## config.mk

```make
export PLATFORM = sky130hd
export DESIGN_NAME = saces_top
export DESIGN_NICKNAME = d
export VERILOG_FILES = /design/src/saces_pkg.sv /design/src/saces_top.sv
export SDC_FILE = /design/constraint.sdc
export NUM_CORES = 1
export LEC_CHECK = 0
export ABC_AREA = 1
export BUFFER_PORTS_ARGS = -buffer_cell sky130_fd_sc_hd__clkbuf_2
export CAP_MARGIN = 20
export CORE_MARGIN = 2
export CORE_UTILIZATION = 61
export CTS_BUF_LIST = sky130_fd_sc_hd__clkbuf_8
export DETAILED_ROUTE_END_ITERATION = 16
export GPL_ROUTABILITY_DRIVEN = 0
export PLACE_DENSITY = 0.82
export SETUP_SLACK_MARGIN = 0.4
export SYNTH_ARGS = -nofsm -noshare
export SYNTH_HDL_FRONTEND = slang
export SYNTH_SLANG_ARGS = --single-unit
```

## constraint.sdc

```tcl
create_clock -name MCLK_IN -period 2.85 [get_ports MCLK_IN]
set_clock_uncertainty 0.05 [all_clocks]
set_input_delay 0.285 -clock MCLK_IN [delete_from_list [all_inputs] [get_ports MCLK_IN]]
set_output_delay 0.285 -clock MCLK_IN [all_outputs]
set_load 0.03 [all_outputs]
```

## src/saces_pkg.sv

```systemverilog
// Constants and carrier types for the sensor alarm and receive error status bank
package saces_pkg;

  localparam int unsigned SENS_W   = 3;
  localparam int unsigned NUM_SENS = 3;
  localparam int unsigned DATA_W   = 8;
  localparam int unsigned ADDR_W   = 8;
  localparam int unsigned LANE_MAX = 2;

  // Register offsets
  localparam logic [ADDR_W-1:0] ADDR_ALARM_FLAGS = 8'h57;
  localparam logic [ADDR_W-1:0] ADDR_RSVD_5B     = 8'h5B;
  localparam logic [ADDR_W-1:0] ADDR_ERR_CNT     = 8'h5C;
  localparam logic [ADDR_W-1:0] ADDR_ERR_FLAGS   = 8'h5D;
  localparam logic [ADDR_W-1:0] ADDR_LANE01      = 8'h5E;
  localparam logic [ADDR_W-1:0] ADDR_CONTROL     = 8'h93;
  localparam logic [ADDR_W-1:0] ADDR_LIVE        = 8'h94;
  // Index 0 pin 0, index 1 pin 1, index 2 internal temperature
  localparam logic [ADDR_W-1:0] ADDR_EXT [NUM_SENS] = '{8'h58, 8'h59, 8'h5A};
  localparam logic [ADDR_W-1:0] ADDR_LIM [NUM_SENS] = '{8'h90, 8'h91, 8'h92};

  // Field positions
  localparam int unsigned PEAK_LSB       = 4;
  localparam int unsigned TROUGH_LSB     = 0;
  localparam int unsigned EXT_RSV_HI_BIT = 7;
  localparam int unsigned EXT_RSV_LO_BIT = 3;
  localparam int unsigned ERR_SHORT_BIT  = 3;
  localparam int unsigned ERR_PAYLD_BIT  = 2;
  localparam int unsigned ERR_HDR2_BIT   = 1;
  localparam int unsigned ERR_HDR1_BIT   = 0;
  localparam int unsigned LANE_STRIDE    = 4;
  localparam int unsigned LANE_SOFT_OFS  = 3;
  localparam int unsigned LANE_HARD_OFS  = 2;
  localparam int unsigned LANE_CTRL_OFS  = 1;
  localparam int unsigned CTRL_MON_BIT   = 0;
  localparam int unsigned CTRL_ERR_BIT   = 1;
  localparam int unsigned CTRL_LCLR_BIT  = 2;

  // Reset values and write mask
  localparam logic [SENS_W-1:0] PEAK_RST    = 3'h0;
  localparam logic [SENS_W-1:0] TROUGH_RST  = 3'h7;
  localparam logic [SENS_W-1:0] UPPER_RST   = 3'h7;
  localparam logic [SENS_W-1:0] LOWER_RST   = 3'h0;
  localparam logic [DATA_W-1:0] CTRL_RST    = 8'h03;
  localparam logic [DATA_W-1:0] RSV5B_MASK  = 8'hFC;
  localparam logic [DATA_W-1:0] ZERO_WORD   = 8'h00;
  localparam logic [3:0]        ERR_FLG_RST = 4'h0;

  typedef struct packed {
    logic              valid;
    logic [SENS_W-1:0] value;
  } saces_sample_t;

  typedef struct packed {
    logic bad_packet;
    logic short_line_flag;
    logic payload_check_fail;
    logic header_double_error;
    logic header_single_error;
  } saces_pkt_err_t;

  typedef struct packed {
    logic sync_soft_error;
    logic sync_hard_error;
    logic request_ctrl_error;
  } saces_lane_err_t;

endpackage

```

## src/saces_top.sv

```systemverilog
// Sensor alarm flags, extreme readings and receive error status registers
//
// Decided for this implementation: strobed register access.
`timescale 1ns/100ps

module saces_top
  import saces_pkg::*;
#(
  parameter int unsigned NUM_LANES = 2,
  parameter int unsigned ERR_CNT_W = 8
) (
  input  wire logic                          MCLK_IN,
  input  wire logic                          RSTN_IN,
  input  wire logic [ADDR_W-1:0]             ADDR_IN,
  input  wire logic [DATA_W-1:0]             WDATA_IN,
  input  wire logic                          WR_IN,
  input  wire logic                          RD_IN,
  output logic      [DATA_W-1:0]             RDATA_OUT,
  input  wire saces_sample_t [NUM_SENS-1:0]  SAMPLE_IN,
  input  wire saces_pkt_err_t                PKT_ERR_IN,
  input  wire saces_lane_err_t [NUM_LANES-1:0] LANE_ERR_IN
);

  ////////////////////////////////////////////////////////////////////////////
  // Elaboration checks

  if (NUM_LANES < 1 || NUM_LANES > LANE_MAX) begin : g_bad_lanes
    $error("NUM_LANES must be 1 or 2");
  end
  if (ERR_CNT_W < 1 || ERR_CNT_W > DATA_W) begin : g_bad_cnt
    $error("ERR_CNT_W must be 1 to 8");
  end

  ////////////////////////////////////////////////////////////////////////////
  // Declarations

  logic [DATA_W-1:0]    ctrl_r;
  logic                 mon_en;
  logic                 err_en;
  logic                 lane_clr;
  logic                 flags_rd;
  logic                 cnt_rd;
  logic                 err_rd;
  logic                 rsv5b_wr;
  logic                 ctrl_wr;
  logic [DATA_W-1:0]    rsv5b_r;
  logic [ERR_CNT_W-1:0] err_cnt_r;
  logic [ERR_CNT_W-1:0] err_cnt_nxt;
  logic [ERR_CNT_W-1:0] err_cnt_base;
  logic [3:0]           err_flags_r;
  logic [3:0]           err_flags_nxt;
  logic [3:0]           err_events;
  logic [DATA_W-1:0]    rdata_nxt;
  logic [DATA_W-1:0]    rdata_r;

  wire  [NUM_SENS-1:0]  high_flag;
  wire  [NUM_SENS-1:0]  low_flag;
  wire  [NUM_SENS-1:0]  live_over;
  wire  [NUM_SENS-1:0]  live_under;
  wire  [DATA_W-1:0]    ext_word [NUM_SENS];
  wire  [DATA_W-1:0]    lim_word [NUM_SENS];
  wire  [DATA_W-1:0]    lane_word;
  wire  [DATA_W-1:0]    alarm_word;
  wire  [DATA_W-1:0]    live_word;

  ////////////////////////////////////////////////////////////////////////////
  // Access decode

  assign mon_en   = ctrl_r[CTRL_MON_BIT];
  assign err_en   = ctrl_r[CTRL_ERR_BIT];
  assign flags_rd = RD_IN && (ADDR_IN == ADDR_ALARM_FLAGS);
  assign cnt_rd   = RD_IN && (ADDR_IN == ADDR_ERR_CNT);
  assign err_rd   = RD_IN && (ADDR_IN == ADDR_ERR_FLAGS);
  assign rsv5b_wr = WR_IN && (ADDR_IN == ADDR_RSVD_5B);
  assign ctrl_wr  = WR_IN && (ADDR_IN == ADDR_CONTROL);
  assign lane_clr = ctrl_wr && WDATA_IN[CTRL_LCLR_BIT];

  ////////////////////////////////////////////////////////////////////////////
  // Control and spare storage

  // Clear bit is a write-only pulse, never stored
  always_ff @(posedge MCLK_IN) begin
    if (!RSTN_IN) begin
      ctrl_r <= CTRL_RST;
    end else if (ctrl_wr) begin
      ctrl_r <= {6'h00, WDATA_IN[CTRL_ERR_BIT], WDATA_IN[CTRL_MON_BIT]};
    end
  end

  always_ff @(posedge MCLK_IN) begin
    if (!RSTN_IN) begin
      rsv5b_r <= ZERO_WORD;
    end else if (rsv5b_wr) begin
      rsv5b_r <= WDATA_IN & RSV5B_MASK;
    end
  end

  ////////////////////////////////////////////////////////////////////////////
  // Per-sensor alarm flags, extremes and limits

  for (genvar s = 0; s < NUM_SENS; s++) begin : g_sens
    logic              ext_rd;
    logic              ext_wr;
    logic              lim_wr;
    logic              over;
    logic              under;
    logic              high_r;
    logic              low_r;
    logic              over_r;
    logic              under_r;
    logic              rsv_hi_r;
    logic              rsv_lo_r;
    logic [SENS_W-1:0] upper_r;
    logic [SENS_W-1:0] lower_r;
    logic [SENS_W-1:0] peak_r;
    logic [SENS_W-1:0] peak_nxt;
    logic [SENS_W-1:0] trough_r;
    logic [SENS_W-1:0] trough_nxt;

    assign ext_rd = RD_IN && (ADDR_IN == ADDR_EXT[s]);
    assign ext_wr = WR_IN && (ADDR_IN == ADDR_EXT[s]);
    assign lim_wr = WR_IN && (ADDR_IN == ADDR_LIM[s]);
    assign over   = mon_en && SAMPLE_IN[s].valid && (SAMPLE_IN[s].value > upper_r);
    assign under  = mon_en && SAMPLE_IN[s].valid && (SAMPLE_IN[s].value < lower_r);

    always_ff @(posedge MCLK_IN) begin
      if (!RSTN_IN) begin
        upper_r <= UPPER_RST;
        lower_r <= LOWER_RST;
      end else if (lim_wr) begin
        upper_r <= WDATA_IN[PEAK_LSB +: SENS_W];
        lower_r <= WDATA_IN[TROUGH_LSB +: SENS_W];
      end
    end

    always_ff @(posedge MCLK_IN) begin
      if (!RSTN_IN) begin
        rsv_hi_r <= 1'b0;
        rsv_lo_r <= 1'b0;
      end else if (ext_wr) begin
        rsv_hi_r <= WDATA_IN[EXT_RSV_HI_BIT];
        rsv_lo_r <= WDATA_IN[EXT_RSV_LO_BIT];
      end
    end

    // Set has priority over the clearing read
    always_ff @(posedge MCLK_IN) begin
      if (!RSTN_IN) begin
        high_r <= 1'b0;
      end else if (over) begin
        high_r <= 1'b1;
      end else if (flags_rd) begin
        high_r <= 1'b0;
      end
    end

    always_ff @(posedge MCLK_IN) begin
      if (!RSTN_IN) begin
        low_r <= 1'b0;
      end else if (under) begin
        low_r <= 1'b1;
      end else if (flags_rd) begin
        low_r <= 1'b0;
      end
    end

    // Clear first, then fold in this cycle's reading
    always_comb begin
      peak_nxt = ext_rd ? PEAK_RST : peak_r;
      if (over && (SAMPLE_IN[s].value > peak_nxt)) begin
        peak_nxt = SAMPLE_IN[s].value;
      end
    end

    always_comb begin
      trough_nxt = ext_rd ? TROUGH_RST : trough_r;
      if (under && (SAMPLE_IN[s].value < trough_nxt)) begin
        trough_nxt = SAMPLE_IN[s].value;
      end
    end

    always_ff @(posedge MCLK_IN) begin
      if (!RSTN_IN) begin
        peak_r   <= PEAK_RST;
        trough_r <= TROUGH_RST;
      end else begin
        peak_r   <= peak_nxt;
        trough_r <= trough_nxt;
      end
    end

    // Region of the most recent valid sample
    always_ff @(posedge MCLK_IN) begin
      if (!RSTN_IN) begin
        over_r  <= 1'b0;
        under_r <= 1'b0;
      end else if (SAMPLE_IN[s].valid) begin
        over_r  <= over;
        under_r <= under;
      end
    end

    assign high_flag[s]  = high_r;
    assign low_flag[s]   = low_r;
    assign live_over[s]  = over_r;
    assign live_under[s] = under_r;
    assign ext_word[s]   = {rsv_hi_r, peak_r, rsv_lo_r, trough_r};
    assign lim_word[s]   = {1'b0, upper_r, 1'b0, lower_r};
  end

  // Pin 0 in bits 1:0, pin 1 in 3:2, temperature in 5:4, high above low
  assign alarm_word = {2'b00,
                       high_flag[2], low_flag[2],
                       high_flag[1], low_flag[1],
                       high_flag[0], low_flag[0]};
  assign live_word  = {2'b00,
                       live_over[2], live_under[2],
                       live_over[1], live_under[1],
                       live_over[0], live_under[0]};

  ////////////////////////////////////////////////////////////////////////////
  // Receive packet error counter and flags

  always_comb begin
    err_cnt_base = cnt_rd ? '0 : err_cnt_r;
    err_cnt_nxt  = err_cnt_base;
    // Saturates rather than wrapping
    if (err_en && PKT_ERR_IN.bad_packet && !(&err_cnt_base)) begin
      err_cnt_nxt = err_cnt_base + 1'b1;
    end
  end

  always_ff @(posedge MCLK_IN) begin
    if (!RSTN_IN) begin
      err_cnt_r <= '0;
    end else begin
      err_cnt_r <= err_cnt_nxt;
    end
  end

  always_comb begin
    err_events                = 4'h0;
    err_events[ERR_SHORT_BIT] = PKT_ERR_IN.short_line_flag;
    err_events[ERR_PAYLD_BIT] = PKT_ERR_IN.payload_check_fail;
    err_events[ERR_HDR2_BIT]  = PKT_ERR_IN.header_double_error;
    err_events[ERR_HDR1_BIT]  = PKT_ERR_IN.header_single_error;
    if (!err_en) begin
      err_events = 4'h0;
    end
    err_flags_nxt = (err_rd ? ERR_FLG_RST : err_flags_r) | err_events;
  end

  always_ff @(posedge MCLK_IN) begin
    if (!RSTN_IN) begin
      err_flags_r <= ERR_FLG_RST;
    end else begin
      err_flags_r <= err_flags_nxt;
    end
  end

  ////////////////////////////////////////////////////////////////////////////
  // Per-lane sync and control errors

  for (genvar l = 0; l < LANE_MAX; l++) begin : g_lane
    logic soft_r;
    logic hard_r;
    logic ctrl_err_r;
    logic soft_ev;
    logic hard_ev;
    logic ctrl_ev;

    if (l < NUM_LANES) begin : g_used
      assign soft_ev = err_en && LANE_ERR_IN[l].sync_soft_error;
      assign hard_ev = err_en && LANE_ERR_IN[l].sync_hard_error;
      assign ctrl_ev = err_en && LANE_ERR_IN[l].request_ctrl_error;
    end else begin : g_absent
      assign soft_ev = 1'b0;
      assign hard_ev = 1'b0;
      assign ctrl_ev = 1'b0;
    end

    // Held until reset or a lane clear; a new event beats the clear
    always_ff @(posedge MCLK_IN) begin
      if (!RSTN_IN) begin
        soft_r <= 1'b0;
      end else if (soft_ev) begin
        soft_r <= 1'b1;
      end else if (lane_clr) begin
        soft_r <= 1'b0;
      end
    end

    always_ff @(posedge MCLK_IN) begin
      if (!RSTN_IN) begin
        hard_r <= 1'b0;
      end else if (hard_ev) begin
        hard_r <= 1'b1;
      end else if (lane_clr) begin
        hard_r <= 1'b0;
      end
    end

    always_ff @(posedge MCLK_IN) begin
      if (!RSTN_IN) begin
        ctrl_err_r <= 1'b0;
      end else if (ctrl_ev) begin
        ctrl_err_r <= 1'b1;
      end else if (lane_clr) begin
        ctrl_err_r <= 1'b0;
      end
    end

    assign lane_word[l*LANE_STRIDE + LANE_SOFT_OFS] = soft_r;
    assign lane_word[l*LANE_STRIDE + LANE_HARD_OFS] = hard_r;
    assign lane_word[l*LANE_STRIDE + LANE_CTRL_OFS] = ctrl_err_r;
    assign lane_word[l*LANE_STRIDE]                 = 1'b0;
  end

  ////////////////////////////////////////////////////////////////////////////
  // Read path

  // Old contents are sampled here while the same edge applies the clear
  always_comb begin
    rdata_nxt = ZERO_WORD;
    unique case (ADDR_IN)
      ADDR_ALARM_FLAGS: rdata_nxt = alarm_word;
      ADDR_RSVD_5B:     rdata_nxt = rsv5b_r;
      ADDR_ERR_CNT:     rdata_nxt = DATA_W'(err_cnt_r);
      ADDR_ERR_FLAGS:   rdata_nxt = {4'h0, err_flags_r};
      ADDR_LANE01:      rdata_nxt = lane_word;
      ADDR_CONTROL:     rdata_nxt = ctrl_r;
      ADDR_LIVE:        rdata_nxt = live_word;
      default:          rdata_nxt = ZERO_WORD;
    endcase
    for (int i = 0; i < NUM_SENS; i++) begin
      if (ADDR_IN == ADDR_EXT[i]) begin
        rdata_nxt = ext_word[i];
      end
      if (ADDR_IN == ADDR_LIM[i]) begin
        rdata_nxt = lim_word[i];
      end
    end
  end

  always_ff @(posedge MCLK_IN) begin
    if (!RSTN_IN) begin
      rdata_r <= ZERO_WORD;
    end else if (RD_IN) begin
      rdata_r <= rdata_nxt;
    end else begin
      rdata_r <= ZERO_WORD;
    end
  end

  assign RDATA_OUT = rdata_r;

endmodule // saces_top

```

==> key figures, run 1 <==
Finish
  – Diodes inserted: 0
  – Fin nets: between 800 and 900
  – Area Overhead vs Synth: 12.3%
  – Most frequent cells in the layout: nand2_1, inv_1, dfxtp_1
  – Layout cells sized above 1: a little over an eighth
  – Commonest non-fill, non-tap cell in the layout: nand2_1
  – Fin util: slightly below 70%
  – Post-route design area: about 5600 um^2

Clocking
  – Root buffer cell: clkbuf_8
  – Clock tree buffer depth: 2
  – CTS tree: done
  – Clock latency on the worst-skew pair: between 300 and 400 ps
  – Cts bufs inserted: 9
  – Clk sinks: 88
  – Hold Buf Count CTS: 0
  – Worst-path clk slew: 100 ps
  – H-tree depth: 3

Logic synthesis
  – Synth Area per Inst: 6.80 um^2
  – Post-synth net total: about 800
  – Cells after Synth: 737
  – Synth Warn #: 0
  – Post-synth top area share: 35.2%
  – Multiplexer share of the synthesized area: 0%
  – Largest area contributor in the netlist: dfxtp_1
  – #FFs+latches synth: 88
  – Asr flop ratio synth: 0%
  – Post-Synth Simple-Gate Area: 33.4%
  – XOR/XNOR share of the synthesized area: less than 1%
  – Dominant synthesized flop cell: dfxtp_1
  – Synth Area in Compound Gates: between 10 and 15%
  – Area contributors post-synth: dfxtp_1, nand2_1, ha_1
  – Largest family of logic cells by synthesized area: simple AND/OR/NAND/NOR gates
  – Count of different cell masters after synthesis: 39
  – Mapped Area: between 5000 and 6000 um^2
  – Adder-cell area share of the yosys netlist: under 10%
  – Seq/Total Area, Yosys: a little over a third
  – Number of synthesized flops with an enable pin: 0

Global routing
  – GR Overflow Total: 0
  – Largest net degree at the start of global routing: 28
  – Vias in the first global route: between 4000 and 5000
  – First-pass GRT wire length: 22300 um
  – GR Util All Layers: 32.0%
  – Initial antenna violation count: 0

Placement
  – Worst slack, placed: 199 ps
  – Cell Area, Placed: ~5300 um^2
  – Detailed Place HPWL: between 10000 and 15000 um
  – IO buf count: 50

Timing
  – Fin crit share: approximately three quarters
  – Slew @ Worst Pin: 677 ps
  – Pins Over Slew Limit: 0
  – Final hold vios: 0
  – Final worst slack: between 600 and 700 ps
  – Worst rel slew slack: a little over half
  – Setup violators final: 0
  – Fin crit period: around 2200 ps
  – Setup TNS: 0 ps
  – Min Hold Slack: 88.2 ps
  – RSZ-0062 raised after global routing: no
  – Fmax: approximately 460 MHz

Worst setup path
  – Worst r2r src: g_sens[2].lower_r[1]$_SDFFE_PN0P_
  – CP Data Arrival Time: around 2400 ps
  – R2R Path End: g_sens[2].trough_r[0]$_SDFF_PN1_
  – Startpoint types: input port
  – R2R setup slack: approximately 950 ps
  – Kind of critical path: input port to register
  – Reg2Reg Depth: 8
  – Critical path required time: 3050 ps
  – Critical-path maximum fanout: 5
  – Endpoint type of the worst setup path: register

Floorplan
  – Die Y: ~95 um
  – DIE WIDTH: around 95 um
  – Ports: around 50
  – Std-Cell Rows: 33
  – Starting Density: 61.9%
  – Die ar.: around 9000 um^2
  – CORE AREA: 8090 um^2

Status
  – Status: finished clean

Detailed routing
  – Antenna viol nets, final: 0
  – DRC: 0
  – Routed WL per cell: about 15 um
  – Pre-antenna DRT Iters: 7
  – Vias: about 5100
  – DRT iter0 DRCs: 598
  – DRT Wirelength: 13900 um
  – Via density: roughly 5.7

Power
  – VDD IR-drop max: 0.251 mV
  – Pleak: 2.78 nW
  – Power per cell area: 475 nW/um^2

Min path
  – WHS Endpoint: err_flags_r[0]$_SDFF_PN0_
  – Worst Hold Class: input port to register
  – Hold path start: PKT_ERR_IN[0]
  – WHS Path Cells: 3

Flow run
  – Maxcap violations: 0
where the power goes:
part,total (W),switching [W],internal (W)
logic,0.000297,0.000195,0.000102
clock network,0.00109,0.000498,0.000595
registers,0.00128,0.0000202,0.00126
total,0.00267,0.000713,0.00196
logic make-up (layout without fill, tap and decap cells):
kind of cell,count (synthesis),after routing
and+or+nand+nor,369,369
adders and majority gates,31,31
AOI/OAI and AO/OA,123,123
xor gates and xnor gates,2,2
buffers and inverters,124,182
DFF,88,88
through the flow:
step	std cells	total power, W
finish	900	0.00267
global route	900	0.00277
CTS	896	0.00266
detailed placement	880	0.00160
global placement	880	0.00158
floorplan	737	0.00149
timing repair:
action	in CTS	in global routing
setup endpoints to repair	0	7
gates resized for setup	0	0
setup buffers	0	4
synthesized netlist by cell type (4+ instances only):
master and number:
nor3_1 6, nand3_1 68, nand3b_1 5, o211ai_1 4, o21ai_0 37, nand3_2 5, nand2_2 8, a21oi_1 60
inv_1 99, nand2_1 184, nand4_1 17, nor2_4 4, a211oi_1 10, inv_2 6, ha_1 31, nor2_1 64
clkbuf_1 11, dfxtp_1 88
layer usage:
metal  global-route usage (%)  routed length (um)  vias up
li1                         -                   -     2523
met1                     40.3                5740     2335
met2                     51.6                6330      225
met3                     6.46                1240       49
met4                     16.8                 586        0
met5                        0                   0        -
critical path, stage by stage:
cell	delay [ps]
clkbuf_2	120
inv_2	100
nand2_2	110
nor2_1	170
nand2_1	90
nor2_1	190
inv_1	150
nand2_1	100
inv_1	50
ha_1	290
a21oi_1	320
nand3_1	180
o21ai_0	120
nand3_1	80
registers in the layout, indices dropped and copies added (netlist names), 3 cells and up:
register         count
g_sens.high_r        3
g_sens.upper_r       9
rsv5b_r              6
g_sens.over_r        3
g_sens.under_r       3
g_sens.peak_r        9
RDATA_OUT            8
g_sens.rsv_hi_r      3
g_sens.low_r         3
g_sens.trough_r      9
g_sens.lower_r       9
err_cnt_r            8
err_flags_r          4
g_sens.rsv_lo_r      3
final cells by class:
cell class,count,area [um^2]
clock inverter,7,128
tap,105,131
sequential,88,1760
clock buffer,9,124
timing repair buffer,59,318
inverter,107,403
fill,709,2470
multi-input combinational,525,2760
worst max-delay path by stage:
stage	cells past startpoint	end	startpoint
global route	14	g_sens[1].trough_r[1]$_SDFF_PN1_	ADDR_IN[7]
floorplan	14	g_sens[1].trough_r[1]$_SDFF_PN1_	ADDR_IN[5]
finish	14	g_sens[2].trough_r[0]$_SDFF_PN1_	ADDR_IN[2]
detailed placement	14	g_sens[1].trough_r[2]$_SDFF_PN1_	ADDR_IN[5]
global placement	14	g_sens[1].trough_r[0]$_SDFF_PN1_	ADDR_IN[5]
CTS	14	g_sens[1].trough_r[2]$_SDFF_PN1_	ADDR_IN[5]
(Power assumes the default switching activity.)
==> run 2: changes to the inputs <==
--- a/config.mk
+++ b/config.mk
@@ -9,11 +9,11 @@
 export BUFFER_PORTS_ARGS = -buffer_cell sky130_fd_sc_hd__clkbuf_2
 export CAP_MARGIN = 20
 export CORE_MARGIN = 2
-export CORE_UTILIZATION = 61
+export CORE_UTILIZATION = 55
 export CTS_BUF_LIST = sky130_fd_sc_hd__clkbuf_8
 export DETAILED_ROUTE_END_ITERATION = 16
 export GPL_ROUTABILITY_DRIVEN = 0
-export PLACE_DENSITY = 0.82
+export PLACE_DENSITY = 0.78
 export SETUP_SLACK_MARGIN = 0.4
 export SYNTH_ARGS = -nofsm -noshare
 export SYNTH_HDL_FRONTEND = slang
==> constraint.sdc (replaced) <==
create_clock -name MCLK_IN -period 1.8 [get_ports MCLK_IN]
set_clock_uncertainty 0.05 [all_clocks]
set_input_delay 0.18 -clock MCLK_IN [delete_from_list [all_inputs] [get_ports MCLK_IN]]
set_output_delay 0.18 -clock MCLK_IN [all_outputs]
set_load 0.03 [all_outputs]
==> run 2 against run 1 <==
The flow now finishes with violations (negative hold slack, negative setup slack). Cell area is 31% higher. Sequential cell count stayed put. Via count is 21% higher. Critical path depth is 1 higher. Sequential share of layout area is 7.2 points lower. Routed wire length is 42% higher. Non-clock buffer count is 80 higher. Highest routed layer unchanged.
==> key figures, run 2 (same netlist as run 1, synthesis figures left out) <==
Finish
  – Fin nets: 944 (+9.3%)
  – Fin util: 84.2% (+15 points)
  – Finished Layout Cells: 983 (+9.2%)
  – Layout cells sized above 1: 40.1% (+26 points)
  – Area Overhead vs Synth: 47.2%
  – Most frequent cells in the layout: nand2_1, dfxtp_1, inv_1
  – Diodes inserted: 0 (unchanged)
  – Commonest non-fill, non-tap cell in the layout: nand2_1

Timing
  – Fin crit share: 103%
  – Fmax: ~540 MHz
  – Setup TNS: -49.9 ps (-49.9 ps)
  – Fin crit period: ~1800 ps
  – Pins Over Slew Limit: 0 (unchanged)
  – Min Hold Slack: -3.60 ps (-91.8 ps)
  – Slew @ Worst Pin: 451 ps (-226 ps)
  – Final worst slack: -49.9 ps (-740 ps)
  – Final hold vios: 1 (+1)
  – Setup violators final: 1 (+1)
  – RSZ-0062 raised after global routing: yes
  – Worst rel slew slack: 69.9% (+15 points)

Worst setup path
  – Kind of critical path: input port to register
  – Cells along the critical path: clkbuf_16 > inv_12 > nand2_4 > nor2_4 > buf_12 > inv_6 > nor3_4 > nand2_4 > nand2_2 > ha_4 > a21oi_4 > o21ai_4 > nand3_4 > o21ai_2 > a21oi_1
  – Critical-path maximum fanout: 6 (+1)
  – R2R Path End: g_sens[0].peak_r[1]$_SDFF_PN0_
  – Startpoint types: input port
  – Worst r2r src: g_sens[0].upper_r[2]$_SDFFE_PN1P_
  – Worst Setup SP: ADDR_IN[7]
  – CP Capture Point: g_sens[1].peak_r[1]$_SDFF_PN0_
  – CP Data Arrival Time: 2090 ps (-270 ps)
  – Most frequent CP cell: nand2_4
  – Critical path required time: 2040 ps (-1010 ps)
  – CP peak stage delay: 230 ps (-90 ps)
  – Reg2Reg Depth: 9 (+1)
  – Crit-path slowest cell: ha_4
  – Endpoint type of the worst setup path: register
  – R2R setup slack: 90 ps (-860 ps)

Detailed routing
  – Via density: 6.31 (+11%)
  – Pre-antenna DRT Iters: 9 (+2)
  – Antenna viol nets, final: 0 (unchanged)
  – DRT Wirelength: 19800 um (+42%)
  – Vias: 6200 (+21%)
  – DRC: 0 (unchanged)
  – Routed WL per cell: 20.1 um (+30%)
  – DRT iter0 DRCs: 772 (+29%)

Floorplan
  – Ports: 51 (unchanged)
  – Die ar.: 9890 um^2 (+10%)
  – CORE AREA: 8760 um^2 (+8.3%)
  – Starting Density: 57.2% (-4.7 points)
  – Std-Cell Rows: 34 (+3.0%)
  – DIE WIDTH: 99.5 um (+5.1%)
  – Die Y: 99.5 um (+5.1%)

Placement
  – Number of placed cells counting well taps: 923 (+4.9%)
  – Worst slack, placed: -449 ps (-647 ps)
  – IO buf count: 50 (unchanged)
  – Detailed Place HPWL: 11300 um (+6.6%)

Global routing
  – Initial antenna violation count: 0 (unchanged)
  – GR Overflow Total: 0 (unchanged)
  – Vias in the first global route: 5629 (+18%)
  – Largest net degree at the start of global routing: 44 (+57%)
  – First-pass GRT wire length: 27000 um (+21%)
  – GR Util All Layers: 34.2% (+2.3 points)

Clocking
  – Cts bufs inserted: 9 (unchanged)
  – CTS tree: done
  – Clock tree buffer depth: 2 (unchanged)
  – Root buffer cell: clkbuf_8
  – H-tree depth: 3 (unchanged)
  – Clock latency on the worst-skew pair: 380 ps (about the same)
  – Clk sinks: 88 (unchanged)
  – Worst-path clk slew: 100 ps (about the same)

Power
  – Pleak: 3.32 nW (+20%)
  – Design Power: 0.00455 W (+70%)
  – VDD IR-drop max: 0.567 mV (+130%)
  – Power per cell area: 617 nW/um^2 (+30%)

Min path
  – Worst Hold Class: input port to register

Status
  – Failing checks: negative hold slack, negative setup slack
  – Status: complete, but fails checks

Flow run
  – Maxcap violations: 0 (unchanged)
==> run 2: cell count changes in the layout (fill, tap and decap cells not counted), moves of 14 or more <==
cell     change
ha_4        +25
dfxtp_2     +15
buf_4       +57
a21oi_1     -14
dfxtp_1     -15
nand2_1     -31
nand2_4     +18
o21ai_0     -22
ha_1        -26
inv_1       -32
inv_2       +18
==> run 2: critical path, delay by kind of cell <==
kind                     cells  cell delay (ps)
adder cells (fa/ha/maj)      1              230
buffers and inverters        4              360
AO/OA/AOI/OAI                4              540
AND/OR/NAND/NOR              6              760
==> run 2: power by group <==
| group | internal (W) | switching (W) | leakage [nW] | total, W |
|---|---|---|---|---|
| sequential | 0.00200 | 0.0000408 | 0.718 | 0.00204 |
| clock | 0.000817 | 0.000849 | 0.119 | 0.00167 |
| combinational | 0.000354 | 0.000489 | 2.48 | 0.000843 |
| total | 0.00317 | 0.00138 | 3.32 | 0.00455 |
==> run 2: layer usage <==
| layer | track usage (%) | up-vias | wire [um] |
|---|---|---|---|
| met2 | 57.8 | 495 | 9320 |
| met5 | 0 | - | 0 |
| met4 | 16.0 | 0 | 1430 |
| met3 | 7.31 | 181 | 2170 |
| met1 | 41.7 | 2820 | 6840 |
| li1 | - | 2704 | - |
==> run 2: worst min-delay path by stage <==
stage	slack, ps	endpoint	from	cells past startpoint
floorplan	240	g_sens[2].upper_r[0]$_SDFFE_PN1P_	WDATA_IN[4]	2
detailed placement	370	g_lane[0].ctrl_err_r$_SDFFE_PN0P_	LANE_ERR_IN[0]	3
finish	-4	err_flags_r[1]$_SDFF_PN0_	PKT_ERR_IN[1]	3
global placement	370	g_lane[1].ctrl_err_r$_SDFFE_PN0P_	LANE_ERR_IN[3]	3
CTS	4	g_lane[1].hard_r$_SDFFE_PN0P_	LANE_ERR_IN[4]	3
global route	20	err_flags_r[2]$_SDFF_PN0_	PKT_ERR_IN[2]	3
==> run 2: repair_timing <==
item,CTS,global route
hold buffers,7,1
gates cloned,0,0
resized for setup,138,103
setup endpoints to repair,54,76
hold endpoints to repair,7,1
pin swaps,62,58
setup buffers,24,12
==> run 2: through the flow <==
stage	area, um^2	hold slack (ps)
after CTS	6920	4.36
after global routing	7380	16.7
final	7380	-3.60
after floorplan	5170	243
after detailed placement	5860	371
after global placement	5860	365
==> run 2: cell type report <==
class                      instances  area [um^2]
timing repair buffer             139         1090
clock buffer                       9          124
inverter                         107          487
tap                              108          135
multi-input combinational        525         3660
sequential                        88         1780
fill                             454         1390
clock inverter                     7          109
